$ cat src/csm_consts.svh
// Purpose: Constants for the CPU sleep mode controller.
// Assumes: Included by bare name.
// Notes: Definitions only.
`ifndef CSM_CONSTS_SVH
`define CSM_CONSTS_SVH
`define CSM_IRQ_W 4
`define CSM_SYNC_STAGES 2
`endif

$ cat src/csm_pkg.sv
// Purpose: Types for the CPU sleep mode controller.
// Assumes: Nothing.
// Notes: Power state encoding.
package csm_pkg;
	typedef enum logic [1:0] {
		CSM_RUN = 2'b00,
		CSM_SLEEP = 2'b01,
		CSM_STANDBY = 2'b10
	} csm_state_t;
	typedef struct packed {
		logic core_run;
		logic periph_clk_en;
		logic core_reset;
		logic vector_take;
	} csm_ctrl_t;
endpackage

$ cat src/csm_sync.sv
// Purpose: Two-stage synchroniser for pin inputs.
// Assumes: One clock.
// Notes: The first stage feeds only the second stage.
`timescale 1ns/10ps
module csm_sync #(
	parameter int W = 1,
	parameter logic [W-1:0] RST_VAL = '0
) (
	input wire logic clk,
	input wire logic rstn,
	input wire logic [W-1:0] d,
	output logic [W-1:0] q
);
	logic [W-1:0] meta_q;
	always_ff @(posedge clk) begin
		if (!rstn) begin
			meta_q <= RST_VAL;
			q <= RST_VAL;
		end else begin
			meta_q <= d;
			q <= meta_q;
		end
	end
endmodule

$ cat src/csm_sleep_ctrl.sv
// Purpose: CPU sleep and standby control.
// Assumes: Interrupt requests arrive ungated; each is gated here by its irq_en bit.
// Notes: Pins pass two flip-flops before use.
`timescale 1ns/10ps
`include "csm_consts.svh"
module csm_sleep_ctrl #(
	parameter int IRQ_W = `CSM_IRQ_W
) (
	input wire logic clk,
	input wire logic rstn,
	input wire logic sleep_instruction,
	input wire logic irq_mask,
	input wire logic [IRQ_W-1:0] irq_req,
	input wire logic [IRQ_W-1:0] irq_en,
	input wire logic low_power_hold_pin_n,
	output logic sleeping,
	output logic standby,
	output logic core_run,
	output logic periph_clk_en,
	output logic core_reset,
	output logic vector_take
);
	generate
		if (IRQ_W < 1) begin : g_bad_irq_w
			$error("IRQ_W must be at least 1");
		end
	endgenerate

	// Only the synchronised copies of the pin and the requests are read below.
	logic hold_pin_s;
	logic [IRQ_W-1:0] irq_s;
	csm_pkg::csm_state_t state_q;
	csm_pkg::csm_ctrl_t ctrl_q;
	logic wake_req;
	logic [IRQ_W-1:0] irq_gated;

	// The pin copy resets to its idle high level, so releasing reset never looks like a standby request.
	csm_sync #(.W(1), .RST_VAL(1'b1)) u_hold_sync (
		.clk(clk),
		.rstn(rstn),
		.d(low_power_hold_pin_n),
		.q(hold_pin_s)
	);
	csm_sync #(.W(IRQ_W), .RST_VAL('0)) u_irq_sync (
		.clk(clk),
		.rstn(rstn),
		.d(irq_req),
		.q(irq_s)
	);

	// Gating by the source's own enable means a disabled timer never asks for wake.
	for (genvar i = 0; i < IRQ_W; i++) begin : g_gate
		assign irq_gated[i] = irq_s[i] & irq_en[i];
	end
	assign wake_req = |irq_gated;

	always_ff @(posedge clk) begin
		if (!rstn) begin
			state_q <= csm_pkg::CSM_RUN;
		end else begin
			unique case (state_q)
				csm_pkg::CSM_RUN: begin
					if (!hold_pin_s) begin
						state_q <= csm_pkg::CSM_STANDBY;
					end else if (sleep_instruction) begin
						state_q <= csm_pkg::CSM_SLEEP;
					end
				end
				csm_pkg::CSM_SLEEP: begin
					if (!hold_pin_s) begin
						state_q <= csm_pkg::CSM_STANDBY;
					end else if (wake_req) begin
						state_q <= csm_pkg::CSM_RUN;
					end
				end
				csm_pkg::CSM_STANDBY: begin
					// Only reset leaves standby; interrupts are ignored here.
					state_q <= csm_pkg::CSM_STANDBY;
				end
				default: begin
					state_q <= csm_pkg::CSM_RUN;
				end
			endcase
		end
	end

	always_ff @(posedge clk) begin
		if (!rstn) begin
			ctrl_q <= '{core_run: 1'b0, periph_clk_en: 1'b1, core_reset: 1'b1, vector_take: 1'b0};
		end else begin
			ctrl_q.core_run <= 1'b0;
			ctrl_q.periph_clk_en <= 1'b1;
			ctrl_q.core_reset <= 1'b0;
			ctrl_q.vector_take <= 1'b0;
			unique case (state_q)
				csm_pkg::CSM_RUN: begin
					ctrl_q.core_run <= hold_pin_s && !sleep_instruction;
					ctrl_q.core_reset <= !hold_pin_s;
					ctrl_q.periph_clk_en <= hold_pin_s;
				end
				csm_pkg::CSM_SLEEP: begin
					if (!hold_pin_s) begin
						ctrl_q.core_reset <= 1'b1;
						ctrl_q.periph_clk_en <= 1'b0;
					end else if (wake_req) begin
						ctrl_q.core_run <= 1'b1;
						// A masked request resumes after the sleep instruction.
						ctrl_q.vector_take <= !irq_mask;
					end
					// Peripheral clocks stay on while the core is halted.
				end
				csm_pkg::CSM_STANDBY: begin
					ctrl_q.core_reset <= 1'b1;
					ctrl_q.periph_clk_en <= 1'b0;
				end
				default: begin
					ctrl_q.core_reset <= 1'b1;
				end
			endcase
		end
	end

	assign sleeping = (state_q == csm_pkg::CSM_SLEEP);
	assign standby = (state_q == csm_pkg::CSM_STANDBY);
	assign core_run = ctrl_q.core_run;
	assign periph_clk_en = ctrl_q.periph_clk_en;
	assign core_reset = ctrl_q.core_reset;
	assign vector_take = ctrl_q.vector_take;
endmodule

$ cat config.mk
export PLATFORM = sky130hd
export DESIGN_NAME = csm_sleep_ctrl
export DESIGN_NICKNAME = d
export VERILOG_FILES = /design/src/csm_pkg.sv /design/src/csm_sync.sv /design/src/csm_sleep_ctrl.sv
export VERILOG_INCLUDE_DIRS = /design/src
export SDC_FILE = /design/constraint.sdc
export NUM_CORES = 1
export LEC_CHECK = 0
export ABC_AREA = 1
export BUFFER_PORTS_ARGS = -buffer_cell sky130_fd_sc_hd__buf_2
export CORE_UTILIZATION = 40
export DETAILED_ROUTE_END_ITERATION = 6
export PLACE_DENSITY = 0.66
export SYNTH_ARGS = -nofsm -noshare
export SYNTH_HDL_FRONTEND = slang
export SYNTH_HIERARCHICAL = 1
export SYNTH_SLANG_ARGS = --single-unit
$ cat constraint.sdc
create_clock -name clk -period 0.8 [get_ports clk]
set_input_delay 0.08 -clock clk [delete_from_list [all_inputs] [get_ports clk]]
set_output_delay 0.08 -clock clk [all_outputs]
set_load 0.005 [all_outputs]
# ---- After elaboration in Yosys (flattened, before gate mapping)
# Index checks and enable logic that the tools add are counted.
dict set report word_totals {
  reg_bits 16
  latchBits 0
  ramBits 0
  mem_bits_ro 0
  input_bits 13
  output_inout_bits 6
  word_cells 36
  mem_count 0
}
dict set report op_classes {
  n_addsub 0
  n_mul 0
  div_mod_pow 0
  order_cmp 0
  eq_ne 4
  shifts 0
  mux 11
  bitwise 4
  reduce_logical 8
}
# op n
set ops {}
lappend ops {{2-bit 2-to-1 mux} 5}
lappend ops {{3-bit != test, second input constant} 2}
lappend ops {{2-bit one-hot mux with 3 select lines} 1}
lappend ops {{1-bit AND} 4}
lappend ops {{1-bit one-hot mux with 2 select lines} 2}
lappend ops {{4-bit AND reduction} 1}
lappend ops {{4-bit OR reduction} 1}
lappend ops {{1-bit zero test} 3}
lappend ops {{1-bit one-hot mux with 3 select lines} 1}
lappend ops {{2-bit by 1-bit == test with 1-bit output, second input constant} 1}
lappend ops {{2-bit == test, second input constant} 1}
lappend ops {{2-bit zero test} 1}
lappend ops {{1-bit 2-to-1 mux} 2}
lappend ops {{2-bit AND reduction} 1}
lappend ops {{1-bit logical AND} 1}

# ---- Depth between registers and ports, before layout
# Gate-level depths: netlist of the first run.
dict set report depth {
  ltp_word 5
  ltp_mapped 5
  mapped_depth_nobuf 5
}

# ---- Modules after synthesis
# The synthesis of the first run kept the hierarchy.
# mod n_inst cells_per_inst area_per_inst_um2 seq_area_each_um2
set by_module_without_submodules {}
lappend by_module_without_submodules {csm_sleep_ctrl 1 34 254.0 120.1}
lappend by_module_without_submodules {{csm_sync (u_irq_sync)} 1 25 225.2 160.2}
lappend by_module_without_submodules {{csm_sync (u_hold_sync)} 1 6 55.1 40.0}

# ---- Worst setup path after synthesis of the first run
# OpenSTA, ideal clock, no wires.
dict set report synth_path {
  kind {reg2reg}
  start {reg state_q[1]}
  end {reg core_run (netlist name)}
  setup_time_ns 0.066
  t_arrival_ns 0.692
  required_time_ns 0.734
  setup_slack_ns 0.042
  stages_incl_launch_ff 6
  path_buffers 0
  synth_period_minus_slack_ns 0.758
  cell_sequence {dfxtp_1 inv_2 nand2_4 nor2_2 o21ai_2 a21oi_2}
}
dict set report synth_via {
  elab_chain_len 2
  elab_cells_between_ends 3
  classes_between {eq/ne: 1; mux: 1; reduce/logical: 1}
}
# item line
set synth_lines {}
lappend synth_lines {{start, declared} csm_sleep_ctrl.sv:32} ;# csm_pkg::csm_state_t state_q;
lappend synth_lines {{start signal, assigned} csm_sleep_ctrl.sv:59} ;# state_q <= csm_pkg::CSM_RUN;
lappend synth_lines {{start signal, assigned} csm_sleep_ctrl.sv:64} ;# state_q <= csm_pkg::CSM_STANDBY;
lappend synth_lines {{start signal, assigned} csm_sleep_ctrl.sv:66} ;# state_q <= csm_pkg::CSM_SLEEP;
lappend synth_lines {{2-bit by 1-bit == test with 1-bit output or 2-bit zero test (tied branches)} csm_sleep_ctrl.sv:95} ;# unique case (state_q)
lappend synth_lines {{1-bit one-hot mux with 2 select lines (*)} csm_sleep_ctrl.sv:95}
# Every way passes the cells marked *; elsewhere a longest branch is shown, timed or not.
# A chain may end at the register's enable or synchronous reset.

# ---- Worst setup path after layout of the first run
dict set report layout_path {
  start {reg state_q[0]}
  end {out sleeping}
}
dict set report layout_via {
  elab_chain_len 1
}
# item line
set layout_lines {}
lappend layout_lines {{2-bit by 1-bit == test with 1-bit output} csm_sleep_ctrl.sv:123} ;# assign sleeping = (state_q == csm_pkg::CSM_SLEEP);
lappend layout_lines {{end, declared} csm_sleep_ctrl.sv:16} ;# output logic sleeping,
# No other way between the ends.

==> results of run 1 <==
-- worst paths after layout --
path,to,slack (ns),depth (start not counted)
min,vector_take,0.02,3
min reg2reg,u_hold_sync/q,0.40,2
max reg2reg,core_run,-0.13,6
max,sleeping,-0.16,3
-- power by group through the flow --
stage,Sequential [W],Combinational [W],Clock (W)
3_3_place_gp,0.000872,0.000142,0
5_1_grt,0.000862,0.000204,0.000597
3_5_place_dp,0.000873,0.000144,0
6_report,0.000856,0.000180,0.000528
4_1_cts,0.000856,0.000171,0.000537
2_1_floorplan,0.000873,0.0000815,0
-- registers in the layout, summed over array words and instances (netlist names) --
name                flops
core_run                1
core_reset              1
u_hold_sync/meta_q      1
u_irq_sync/meta_q       4
vector_take             1
periph_clk_en           1
u_hold_sync/q           1
u_irq_sync/q            4
state_q                 2
-- metrics by stage --
stage	setup slack, ns	util	total power (W)	instance area (um2)	std cells
floorplan	0.04194	-	0.0009548	534.3	65
global placement	-0.02530	0.5502	0.001014	644.4	97
detailed placement	-0.02835	0.5502	0.001017	644.4	97
CTS	-0.1665	0.6389	0.001565	748.2	108
global route	-0.2210	0.6485	0.001663	759.5	109
finish	-0.1622	0.6485	0.001563	759.5	109
-- cells in the final DEF (no fill, tap or decap), drive strengths merged --
cell	count
or2	1
dfxtp	16
o21ai	2
buf	22
a21oi	2
inv	15
nor2	7
nand3	1
clkbuf	4
nand2	20
dlygate4sd3	5
-- worst register-to-register path, stage by stage (launching register included) --
cell     delay [ns]
dfxtp_2        0.34
inv_2          0.06
buf_4          0.12
nand2_4        0.05
nor2_2         0.12
o21ai_2        0.08
a21oi_2        0.11
-- cells by family after synthesis --
group,Yosys count
AOI/OAI and AO/OA,4
buffers and inverters,16
DFF,16
and+or+nand+nor,29
-- cell type report --
cell class / count / area [um2]
inverter: 15 / 56.30
fill: 104 / 411.6
tap: 14 / 17.52
multi-input combinational: 33 / 156.4
sequential: 16 / 322.8
clock buffer: 4 / 36.28
timing repair buffer: 27 / 170.2
-- per-layer routing --
metal	GRT usage	vias to the layer above	wire length (um)
met5	0	-	0
met4	0.07759	0	12
met3	0.06977	3	63
met2	0.2333	15	414
met1	0.1547	185	361
li1	-	244	-
-- timing repair --
item	4_1_cts	5_1_grt
resized for setup	2	1
setup endpoints to repair	6	11
cloned	0	0
setup buffers	2	1
hold buffers	5	0
hold endpoints to repair	5	0
pin swaps	1	1
==> results_dict.tcl, run 1 <==
set metrics [dict create \
    outcome "finished, violations left" \
    violations "setup timing" \
    hpwl_um 565.9 \
    finalHoldViolCount 0 \
    drive_gt1_frac 0.3789 \
    io_buffer_count 18 \
    switching_share 0.2224 \
    fp.dieH_um 38.55 \
    drc 0 \
    first_global_vias 361 \
    ys_ff_latch 16 \
    fin_hold_ws_ns 0.01830 \
    fin_crit_ns 0.9622 \
    avgRoutedWirePerCell_um 7.817 \
    synth_top_area_share 0.5995 \
    synth_top_family_by_area "simple AND/OR/NAND/NOR gates" \
    via_per_inst 4.101 \
    synth_top_cell_by_area "dfxtp_1" \
    fin_worst_skew_ns 0.007492 \
    totalWireLength_um 852 \
    worstPathRequired_ns 0.72 \
    num_antenna_cells 0 \
    start_util 0.4562 \
    vias 447 \
    tns_ns -0.7931 \
    clk_latency_ns 0.29 \
    numClockSinks 16 \
    maxSlewHeadroom 0.8925 \
    power_frac_clock 0.338 \
    grt_pass1_wl_um 1407 \
    synthSimpleGateAreaFrac 0.2342 \
    synth_edf_count 0 \
    crit_path_cell_trace "inv_2 -> nor2_1 -> buf_2" \
    yosys_warnings 6 \
    drt_iter0_drc 3 \
    p_comb_frac 0.115 \
    end_kind "primary output" \
    synthAdderAreaFrac 0 \
    power_leakage_nw 0.4342 \
    core-area_um2 1171 \
    critPathMaxStageDelay_ns 0.36 \
    row_count 12 \
    drt_pass1_iterations 3 \
    ir_drop_v 0.001156 \
    antenna_found_initial 0 \
    synth_area_leaders "dfxtp_1, nand2_1, inv_1, nor2_1, nor2_2" \
    p_seq_frac 0.547 \
    crit_path_start "state_q[0]" \
    crit_fanout 3 \
    hp-class "in2reg" \
    worstPathArrival_ns 0.88 \
    path_class "reg2out" \
    hold_path.startpoint "irq_mask" \
    setup_ws_ns -0.1622 \
    die_x_um 38.55 \
    drtAntennaViolNets 0 \
    maxSlewViolCount 0 \
    cp_top_family "flip-flops" \
    clockBufferDepth 2 \
    crit_path_top_delay_cell "dfxtp_2" \
    ys.flop_type "dfxtp_1" \
    p_switching_w 0.0003477 \
    synthArstFlopShare 0 \
    power.internal_w 0.001216 \
    dieArea_um2 1486 \
    start_kind "register" \
    post-route-period-util 1.203 \
    synth_compound_area_frac 0.05152 \
    track_usage 0.1453 \
    syn_inst 65 \
    avgSynthCellArea_um2 8.219 \
    synth_mux_area_frac 0 \
    synthXorXnorAreaFrac 0 \
    synth_most_common_cell "nand2_1" \
    setup_viol 7 \
    clk_pin_slew_worst_paths_ns 0.09 \
    yosys.cell_types.count 14 \
    ys_seq_area_frac 0.5995 \
    h-tree-depth 1 \
    cts_made_buffers 3 \
    drv_cap 0 \
    clock_tree.root_cell "clkbuf_4" \
    cts_tree "done" \
    crit-reg2reg-launch "state_q[1]" \
    p_per_area_nw_per_um2 2058 \
    tightestPinTransition_ns 0.1611 \
    area_delta_synth_final_pct 42.15 \
    nNetsFinal 109 \
    io_pins 19 \
    grt_start_max_net_pins 12 \
    path_buf_inv 2 \
    grt_overflow 0 \
    grt_setup_unrepaired "true" \
    synth_common_cells "nand2_1, dfxtp_1, inv_1" \
    synth_nets 78 \
    fmax_ghz 1.039 \
    place_congestion 0.6881 \
    netlist_area_um2 534.3 \
]
Power figures use the tool's default switching activity.
==> run 2: changes to the inputs <==
PLACE_DENSITY = not set   (was 0.66)
PLACE_DENSITY_LB_ADDON = 0.15   (was not set)
clock period = 1.2 ns   (was 0.8 ns; I/O delays follow)
==> run 2 against run 1 <==
Net effect: the flow now finishes without violations; sequential power decreased by 33%; die area is the same; clock-buffer cell count unchanged; power is 35% lower; critical path type unchanged; critical endpoint unchanged.
==> results_dict.tcl, run 2 (synthesis gave the netlist of run 1 again) <==
set metrics [dict create \
    drive_gt1_frac 0.3333 \
    hold_buffers 1 \
    die_x_um 38.55 \
    crit_path_top_delay_cell "dfxtp_1" \
    reg2reg_slack_ns 0.36 \
    maxSlewViolCount 0 \
    finalHoldViolCount 0 \
    end_kind "primary output" \
    grt_pass1_wl_um 1221 \
    start_util 0.4562 \
    place_congestion 0.6407 \
    ir_drop_v 0.0006673 \
    h-tree-depth 1 \
    row_count 12 \
    ff2ff_path_depth 5 \
    switching_share 0.2184 \
    p_switching_w 0.0002206 \
    drt_iter0_drc 4 \
    path_class "reg2out" \
    final_common_cell "nand2_1" \
    track_usage 0.1265 \
    p_per_area_nw_per_um2 1479 \
    via_per_inst 4.129 \
    drtAntennaViolNets 0 \
    tightestPinTransition_ns 0.1987 \
    clockBufferDepth 2 \
    cts_tree "done" \
    outcome "finished clean" \
    cts_resized 0 \
    crit_path_start "state_q[0]" \
    critPathMaxStageDelay_ns 0.39 \
    cp_top_family "flip-flops" \
    path_buf_inv 2 \
    num_antenna_cells 0 \
    hold_path_end "u_irq_sync/meta_q[3]" \
    setup_viol 0 \
    most-common-layout-cells "nand2_1, buf_2, dfxtp_1, inv_1, nor2_1" \
    worstPathRequired_ns 1.08 \
    clock_tree.root_cell "clkbuf_4" \
    clk_latency_ns 0.28 \
    vias 417 \
    crit_cells 3 \
    post_cts_buffers 0 \
    setup_ws_ns 0.1679 \
    area_delta_synth_final_pct 27.87 \
    worstHoldPathCells 3 \
    pre_cts_slack_ns 0.3551 \
    crit_path_cell_trace "inv_2 -> nor2_1 -> buf_2" \
    drv_cap 0 \
    drt_pass1_iterations 3 \
    p_comb_frac 0.094 \
    drc 0 \
    power_frac_clock 0.342 \
    power_leakage_nw 0.3989 \
    fp.dieH_um 38.55 \
    totalWireLength_um 758 \
    fin_worst_skew_ns 0.003864 \
    fmax_ghz 0.9689 \
    avgRoutedWirePerCell_um 7.505 \
    first_global_vias 353 \
    clk_pin_slew_worst_paths_ns 0.09 \
    hp-class "in2reg" \
    grt_start_max_net_pins 13 \
    power.internal_w 0.0007895 \
    hold_path.startpoint "irq_req[3]" \
    crit_fanout 3 \
    dieArea_um2 1486 \
    hpwl_um 589.7 \
    r2r-end "state_q[0]" \
    start_kind "register" \
    fin_util 0.5833 \
    antenna_found_initial 0 \
    top_regs "u_irq_sync/meta_q x4, u_irq_sync/q x4, state_q x2" \
    tns_ns 0 \
    core-area_um2 1171 \
    io_pins 19 \
    numClockSinks 16 \
    p_seq_frac 0.564 \
    crit-reg2reg-launch "state_q[1]" \
    post-route-period-util 0.8601 \
    grt_setup_unrepaired "false" \
    maxSlewHeadroom 0.8675 \
    grt_overflow 0 \
    fin_crit_ns 1.032 \
    nNetsFinal 101 \
    cts_made_buffers 3 \
    io_buffer_count 18 \
    worstPathArrival_ns 0.91 \
]
[run 2: final cells by class]
cell class | count | area [um2]
fillers | 115 | 488.0
flip-flops and latches | 16 | 320.3
multi-input cells | 33 | 152.6
repair buffers | 19 | 100.1
inverters | 15 | 56.30
clock buffers | 4 | 36.28
well taps | 14 | 17.52
[run 2: how the worst max path moves through the flow]
stage / endpoint / slack (ns)
after floorplan: core_run / 0.44
after global placement: vector_take / 0.36
after detailed placement: periph_clk_en / 0.36
after CTS: sleeping / 0.15
after global routing: sleeping / 0.09
final: sleeping / 0.17
[run 2: power groups by stage]
stage / Clock [W] / Sequential [W] / Combinational, W
3_3_place_gp: 0 / 0.000581 / 0.0000924
2_1_floorplan: 0 / 0.000582 / 0.0000543
4_1_cts: 0.000363 / 0.000570 / 0.0000963
6_report: 0.000346 / 0.000570 / 0.0000948
5_1_grt: 0.000385 / 0.000573 / 0.000108
3_5_place_dp: 0 / 0.000583 / 0.0000936
[run 2: worst reg2reg max path: stages, from the launching register on]
cell and delay, ns:
dfxtp_1 0.33, inv_2 0.09, nand2_4 0.06, nor2_2 0.12, nand2_1 0.07, a21oi_1 0.11
[run 2: per-layer routing]
| metal | GRT usage | share of wire | wire length (um) |
|---|---|---|---|
| met1 | 0.1241 | 0.46 | 349 |
| met2 | 0.2167 | 0.48 | 366 |
| met3 | 0.05233 | 0.054 | 41 |
| met4 | 0.07759 | 0 | 0 |
| met5 | 0 | 0 | 0 |
[run 2: through the flow]
stage | total power, W | hold WS [ns] | cells | area, um2
floorplan | 0.0006365 | 0.1887 | 65 | 534.3
global placement | 0.0006739 | 0.2877 | 96 | 636.9
detailed placement | 0.0006764 | 0.2949 | 96 | 636.9
CTS | 0.001029 | 0.007044 | 101 | 683.2
global route | 0.001066 | 0.005726 | 101 | 683.2
finish | 0.001010 | 0.01595 | 101 | 683.2
